$ cat config.mk
export PLATFORM = sky130hd
export DESIGN_NAME = charger_monitor_registers
export DESIGN_NICKNAME = d
export VERILOG_FILES = /design/src/core/charger_monitor_pkg.sv /design/src/core/input_floor_select.sv /design/src/core/charger_monitor_registers.sv
export SDC_FILE = /design/constraint.sdc
export NUM_CORES = 1
export LEC_CHECK = 0
export BUFFER_PORTS_ARGS = -buffer_cell sky130_fd_sc_hd__buf_2
export CAP_MARGIN = 25
export CORE_ASPECT_RATIO = 0.7
export CORE_MARGIN = 5
export CORE_UTILIZATION = 35
export DETAILED_ROUTE_END_ITERATION = 8
export GPL_TIMING_DRIVEN = 0
export SLEW_MARGIN = 20
export SYNTH_ARGS = -nofsm -noshare
export SYNTH_HDL_FRONTEND = slang
export SYNTH_HIERARCHICAL = 1
export SYNTH_SLANG_ARGS = --single-unit
$ cat constraint.sdc
create_clock -name clk -period 4.22 [get_ports clk]
set_input_delay 0.211 -clock clk [delete_from_list [all_inputs] [get_ports clk]]
set_output_delay 0.211 -clock clk [all_outputs]
set_load 0.01 [all_outputs]
$ cat src/core/charger_monitor_pkg.sv
// constants for the charger monitor register slice
`default_nettype none
package charger_monitor_pkg;
  localparam int          REG_ADDR_W          = 8;
  localparam int          REG_DATA_W          = 8;
  localparam int          CODE_W              = 7;
  localparam logic [7:0]  INPUT_VOLTAGE_FLOOR_CONFIG   = 8'h0D;
  localparam logic [7:0]  BATTERY_VOLTAGE_THERMAL_STATUS = 8'h0E;
  localparam logic [7:0]  SYSTEM_VOLTAGE_RESULT  = 8'h0F;
  localparam logic [7:0]  RESERVED_SLOT          = 8'h10;
  localparam logic [7:0]  INPUT_VOLTAGE_ATTACH_STATUS = 8'h11;
  localparam int          SELECT_BIT          = 7;
  localparam int          FLAG_BIT            = 7;
  localparam logic        SELECT_RESET        = 1'h0;
  localparam logic [6:0]  FLOOR_RESET         = 7'h12;
  localparam logic [7:0]  RESERVED_READ       = 8'h00;
  localparam logic [7:0]  UNMAPPED_READ       = 8'h00;
  // absolute floor in mV: offset plus code times step
  localparam logic [15:0] FLOOR_OFFSET_MV     = 16'h0A28;
  localparam logic [15:0] FLOOR_STEP_MV       = 16'h0064;
endpackage : charger_monitor_pkg
`default_nettype wire

$ cat src/core/input_floor_select.sv
// input voltage floor source selection and absolute millivolt conversion
`default_nettype none
module input_floor_select
  import charger_monitor_pkg::*;
(
  input  wire logic        absolute_threshold_select,
  input  wire logic [6:0]  input_voltage_floor,
  input  wire logic [15:0] relative_floor_mv,
  output logic [15:0]      floor_target_mv,
  output logic             floor_is_absolute
);
  function automatic logic [15:0] code_to_mv(input logic [6:0] code);
    code_to_mv = 16'(FLOOR_OFFSET_MV + 16'(code) * FLOOR_STEP_MV);
  endfunction : code_to_mv

  always_comb begin
    floor_is_absolute = absolute_threshold_select;
    if (absolute_threshold_select) begin
      floor_target_mv = code_to_mv(input_voltage_floor); // see RULE2
    end else begin
      floor_target_mv = relative_floor_mv; // see RULE1
    end
  end
endmodule : input_floor_select
`default_nettype wire

$ cat src/core/charger_monitor_registers.sv
// register slice: input floor setting and converter readings
// Summary of operation
// RULE1: select bit 0 uses relative floor, ignores absolute field; 0 after reset.
// RULE2: select bit 1 uses absolute floor 2.6 V plus code times 100 mV.
// RULE3: input plug-in reloads select bit and floor field with defaults.
// RULE4: battery result bit 7 shows thermal regulation.
// RULE5: input result bit 7 shows input supply attached.
// RULE6: input voltage reading is a read-only 7-bit code in bits 6:0.
// RULE7: battery and system readings are read-only 7-bit codes in bits 6:0.
// RULE8: register reset trigger restores floor defaults and restarts the safety timer.
`default_nettype none
module charger_monitor_registers
  import charger_monitor_pkg::*;
(
  input  wire logic                  clk,
  input  wire logic                  nrst,
  input  wire logic                  reg_write,
  input  wire logic                  reg_read,
  input  wire logic [REG_ADDR_W-1:0] reg_addr,
  input  wire logic [REG_DATA_W-1:0] reg_wdata,
  output logic      [REG_DATA_W-1:0] reg_rdata,
  input  wire logic                  register_reset,
  input  wire logic                  input_plugged,
  input  wire logic                  thermal_regulation,
  input  wire logic                  input_attached_flag,
  input  wire logic [CODE_W-1:0]     battery_voltage_code,
  input  wire logic [CODE_W-1:0]     system_voltage_result,
  input  wire logic [CODE_W-1:0]     input_voltage_result,
  input  wire logic [15:0]           relative_floor_mv,
  output logic      [15:0]           floor_target_mv,
  output logic                       floor_is_absolute,
  output logic                       safety_timer_restart
);
  typedef struct packed {
    logic             absolute_threshold_select;
    logic [6:0]       input_voltage_floor;
    logic             plugged_prev;
    logic             timer_restart;
    logic [7:0]       rdata;
  } state_s;

  state_s state;
  state_s next_state;
  logic   plug_event;
  logic   defaults_load;

  // a result register must hold one 7-bit code and one flag bit
  if (REG_DATA_W != CODE_W + 1) begin : g_width_check
    $error("register width must hold one code and one flag");
  end

  assign plug_event = input_plugged && !state.plugged_prev;
  assign defaults_load = register_reset || plug_event;

  // true when a write strobe targets the floor setting
  function automatic logic floor_write(input logic wr, input logic [REG_ADDR_W-1:0] addr);
    floor_write = wr && (addr == INPUT_VOLTAGE_FLOOR_CONFIG);
  endfunction : floor_write

  // read data for one address; converter codes and flags pass straight through
  function automatic logic [7:0] read_mux(
    input logic [REG_ADDR_W-1:0] addr,
    input state_s                s,
    input logic                  thermal,
    input logic                  attached,
    input logic [CODE_W-1:0]     bat_code,
    input logic [CODE_W-1:0]     sys_code,
    input logic [CODE_W-1:0]     vin_code
  );
    case (addr)
      INPUT_VOLTAGE_FLOOR_CONFIG:     read_mux = {s.absolute_threshold_select, s.input_voltage_floor};
      BATTERY_VOLTAGE_THERMAL_STATUS: read_mux = {thermal, bat_code}; // see RULE4
      SYSTEM_VOLTAGE_RESULT:          read_mux = {1'h0, sys_code}; // see RULE7
      RESERVED_SLOT:                  read_mux = RESERVED_READ;
      INPUT_VOLTAGE_ATTACH_STATUS:    read_mux = {attached, vin_code}; // see RULE5
      default:                        read_mux = UNMAPPED_READ;
    endcase
  endfunction : read_mux

  always_comb begin
    next_state = state;
    next_state.plugged_prev = input_plugged;
    next_state.timer_restart = register_reset; // see RULE8
    if (floor_write(reg_write, reg_addr)) begin
      next_state.absolute_threshold_select = reg_wdata[SELECT_BIT];
      next_state.input_voltage_floor = reg_wdata[CODE_W-1:0];
    end
    // a reload in the same cycle as a write wins over the write
    if (defaults_load) begin
      next_state.absolute_threshold_select = SELECT_RESET; // see RULE3
      next_state.input_voltage_floor = FLOOR_RESET; // see RULE8
    end
    if (reg_read) begin
      next_state.rdata = read_mux(reg_addr, state, thermal_regulation, input_attached_flag,
                                  battery_voltage_code, system_voltage_result, input_voltage_result); // see RULE6
    end
  end

  always_ff @(posedge clk) begin
    if (!nrst) begin
      state <= '{absolute_threshold_select: SELECT_RESET, input_voltage_floor: FLOOR_RESET,
                 plugged_prev: 1'h0, timer_restart: 1'h0, rdata: 8'h00};
    end else begin
      state <= next_state;
    end
  end

  assign reg_rdata = state.rdata;
  assign safety_timer_restart = state.timer_restart;

  input_floor_select u_floor (
    .absolute_threshold_select (state.absolute_threshold_select),
    .input_voltage_floor       (state.input_voltage_floor),
    .relative_floor_mv         (relative_floor_mv),
    .floor_target_mv           (floor_target_mv),
    .floor_is_absolute         (floor_is_absolute)
  );
endmodule : charger_monitor_registers
`default_nettype wire

==> qor.tcl <==
set qor(max_slew_margin_pct) 65.53
set qor(maximum_number_of_pins_on_one_net_before_global_route_repair) 11
set qor(pwr-share-clk_pct) 37.1
set qor(maxCapViolations) 0
set qor(postLayoutCellArea_sq_um) 2459
set qor(end_kind) {primary output}
set qor(p_per_area_nw_per_um2) 158.0
set qor(critPathMaxFanout) 5
set qor(netlist.area_leader.share_pct) 19.09
set qor(flow.area_growth_from_synthesis_pct) 30.22
set qor(initialDrtViolationCount) 114
set qor(drtAntennaViolNets) 0
set qor(rr_endpoint) {state[11]}
set qor(grt.met1_usage_pct) 19.26
set qor(die_y_um) 71.45
set qor(max_freq_mhz) 267.5
set qor(synth_cell_types) 46
set qor(pwr-share-comb_pct) 18.9
set qor(yosys.area.top_type) {sky130_fd_sc_hd__dfxtp_1}
set qor(totalNegativeSetupSlack_ns) 0
set qor(finalWirelength_um) 4759
set qor(ys_ff_latch) 18
set qor(met2_usage_pct) 21.49
set qor(final_core_utilization_pct) 47.01
set qor(status) {finished clean}
set qor(via_total_after_detailed_routing) 1793
set qor(yosysWarnings) 6
set qor(first_global_vias) 1762
set qor(synth-edff-count) 0
set qor(synthTopCellsByCount) {sky130_fd_sc_hd__ha_1 (25), sky130_fd_sc_hd__dfxtp_1 (18), sky130_fd_sc_hd__nor2_1 (16)}
set qor(routedWlPerCell_um) 13.00
set qor(timing.reg2reg.setup_slack_ns) 3.16
set qor(maxSlewViolCount) 0
set qor(worstRegToRegCells) 3
set qor(clkSlewWorstSetupHoldPaths_ns) 0.07
set qor(clock_tree_from_tritoncts) {done}
set qor(p_leak_nw) 1.269
set qor(setup_violations) 0
set qor(place.gp.congestion) 0.8171
set qor(post_route_cells_drive_above_1_share_pct) 39.12
set qor(grt_antenna_before_repair) 0
set qor(post-dp-hpwl_um) 4037
set qor(cts.hold.buffers_added) 0
set qor(finalNonFillerCells) 366
set qor(route.detailed.drc) 0
set qor(total_power_mw) 0.3884
set qor(pwr-share-seq_pct) 44.0
set qor(post-route-min-period_ns) 3.738
set qor(fin_worst_skew_ns) 0.001739
set qor(mappedNetlistArea_sq_um) 1888
set qor(clock_tree.root_cell) {sky130_fd_sc_hd__clkbuf_8}
set qor(vias_per_cell) 4.899
set qor(post_synth.cell_area_avg_sq_um) 9.210
set qor(global_route.usage.total_pct) 13.66
set qor(start_to_end_type_of_the_worst_setup_path) {register to primary output}
set qor(hp-class) {input port to register}
set qor(cellInternalPower_mw) 0.2944
set qor(clk_path_buf_depth) 2
set qor(num-nets-final) 383
set qor(cp-startpoint) {state[13]}
set qor(worstPathArrival_ns) 3.53
set qor(place_inst) 362
set qor(rsz0062_at_grt) {no}
set qor(p_switching_mw) 0.09400
set qor(clock_sink_count) 18
set qor(overflow) 0
set qor(synth-main-ff-cell) {sky130_fd_sc_hd__dfxtp_1}
set qor(floorplan.die_area_sq_um) 6987
set qor(yosys.cell_count.top_type) {sky130_fd_sc_hd__ha_1}
set qor(cts_made_buffers) 3
set qor(post_synth_main_area_contributors) {sky130_fd_sc_hd__dfxtp_1 (19%), sky130_fd_sc_hd__ha_1 (17%), sky130_fd_sc_hd__mux2i_1 (7.4%)}
set qor(antenna_cells) 0
set qor(io_pins) 87
set qor(core.rowCount) 22
set qor(post_route_clock_period_utilization_pct) 88.57
set qor(synthCells) 205
set qor(cts_post_setup_buffers_inserted) 0
set qor(detailedRoute.firstPassIterationCount) 4
set qor(initial_utilization_pct) 36.10
set qor(globalRouteMet3Util_pct) 3.696
set qor(worst_skew_pair.late_latency_ns) 0.26
set qor(worst_setup_path_endpoint) {floor_target_mv[13]}
set qor(synth-seq-area-share_pct) 19.09
set qor(reg2reg_from) {state[9]}
set qor(first_pass_grt_wire_length_um) 8066
set qor(dieWidth_um) 97.79
set qor(power.share.switching_pct) 24.20
set qor(synth_nets) 293
set qor(final-hold-violation-count) 0
set qor(fp.coreArea_sq_um) 5230
set qor(io_buffer_count) 85
set qor(ir_worst_vdd_v) 0.0001133
set qor(synth-async-reset-ratio_pct) 0
set qor(grt_busiest_layer) {met2}
set qor(post_cts_resize_count) 0
set qor(placed_area_sq_um) 2404
set qor(htree_levels) 1
set qor(worst-endpoint-required_ns) 4.01
set qor(worstSetupStartpointType) {register}
set qor(measured_slew_at_the_worst_slew_check_pin_ns) 0.5149
==> power groups by stage <==
stage / registers, mW / clock network, mW / logic [mW]
2_1_floorplan: 0.175 / 0 / 0.0326
3_3_place_gp: 0.175 / 0 / 0.0729
3_5_place_dp: 0.175 / 0 / 0.0737
4_1_cts: 0.171 / 0.147 / 0.0739
5_1_grt: 0.171 / 0.154 / 0.0810
6_report: 0.171 / 0.144 / 0.0733
==> logic make-up (layout without fill, tap and decap cells) <==
kind of cell    Yosys count  in the layout  share of synthesized area, %
xor+xnor                 10             10                         4.639
flops                    18             18                         19.09
mux                      21             21                         11.60
buf+inv                  25            114                         7.820
simple gates             49             49                         16.83
fa+ha+maj                27             27                         18.69
compound gates           55             55                         21.34
==> routing by layer <==
metal	vias to the layer above	wire length, um
met4	0	22
met2	40	2005
li1	938	-
met1	813	2444
met3	2	288
met5	-	0
==> placed cells by master (no fill, tap or decap), types with 3 or more instances in the layout <==
master and n:
sky130_fd_sc_hd__buf_2 85, sky130_fd_sc_hd__nand2b_1 3, sky130_fd_sc_hd__nand2_1 6, sky130_fd_sc_hd__o22ai_1 7
sky130_fd_sc_hd__a21oi_1 11, sky130_fd_sc_hd__mux2i_1 14, sky130_fd_sc_hd__a21o_1 4, sky130_fd_sc_hd__dfxtp_1 18
sky130_fd_sc_hd__a22o_1 9, sky130_fd_sc_hd__a22oi_1 9, sky130_fd_sc_hd__clkbuf_8 4, sky130_fd_sc_hd__xnor2_1 6
sky130_fd_sc_hd__inv_1 11, sky130_fd_sc_hd__buf_4 10, sky130_fd_sc_hd__nor2b_1 5, sky130_fd_sc_hd__o21ai_0 3
sky130_fd_sc_hd__ha_1 25, sky130_fd_sc_hd__mux2_2 7, sky130_fd_sc_hd__xor2_1 4, sky130_fd_sc_hd__nor2_1 16
==> worst max-delay path, stage by stage (launching register included) <==
cell and delay [ns]:
sky130_fd_sc_hd__dfxtp_1 0.46, sky130_fd_sc_hd__ha_1 0.29, sky130_fd_sc_hd__ha_1 0.31, sky130_fd_sc_hd__fa_1 0.46, sky130_fd_sc_hd__ha_1 0.37, sky130_fd_sc_hd__xnor2_1 0.30, sky130_fd_sc_hd__nor3b_1 0.29, sky130_fd_sc_hd__o21bai_1 0.20
sky130_fd_sc_hd__a21o_1 0.19, sky130_fd_sc_hd__a21boi_1 0.08, sky130_fd_sc_hd__o31ai_2 0.16, sky130_fd_sc_hd__buf_2 0.16
==> sequential cells by signal (all words and copies together), names as in the netlist <==
signal	flops
state	9
reg_rdata	8
safety_timer_restart	1
==> area by class of cell <==
class | instances | area [sq um]
Buffer | 13 | 102.6
Clock buffer | 4 | 55.05
Fill cell | 531 | 2771
Inverter | 12 | 45.04
Multi-Input combinational cell | 162 | 1380
Sequential cell | 18 | 360.3
Tap cell | 72 | 90.09
Timing Repair Buffer | 85 | 425.4
==> through the flow <==
stage | setup WS [ns] | hold WS (ns)
floorplan | 1.083 | 0.3327
global placement | 0.7713 | 0.4305
detailed placement | 0.7627 | 0.4322
CTS | 0.4625 | 0.1634
global route | 0.2113 | 0.1751
finish | 0.4822 | 0.1654
==> worst min path at each step <==
| stage | from | to | slack (ns) | cells past startpoint |
|---|---|---|---|---|
| floorplan | register_reset | safety_timer_restart | 0.33 | 1 |
| global placement | input_plugged | state[9] | 0.43 | 2 |
| detailed placement | input_plugged | state[9] | 0.43 | 2 |
| CTS | input_plugged | state[9] | 0.16 | 2 |
| global route | input_plugged | state[9] | 0.18 | 2 |
| finish | input_plugged | state[9] | 0.17 | 2 |
No activity file was read; power rests on OpenSTA's default activity.
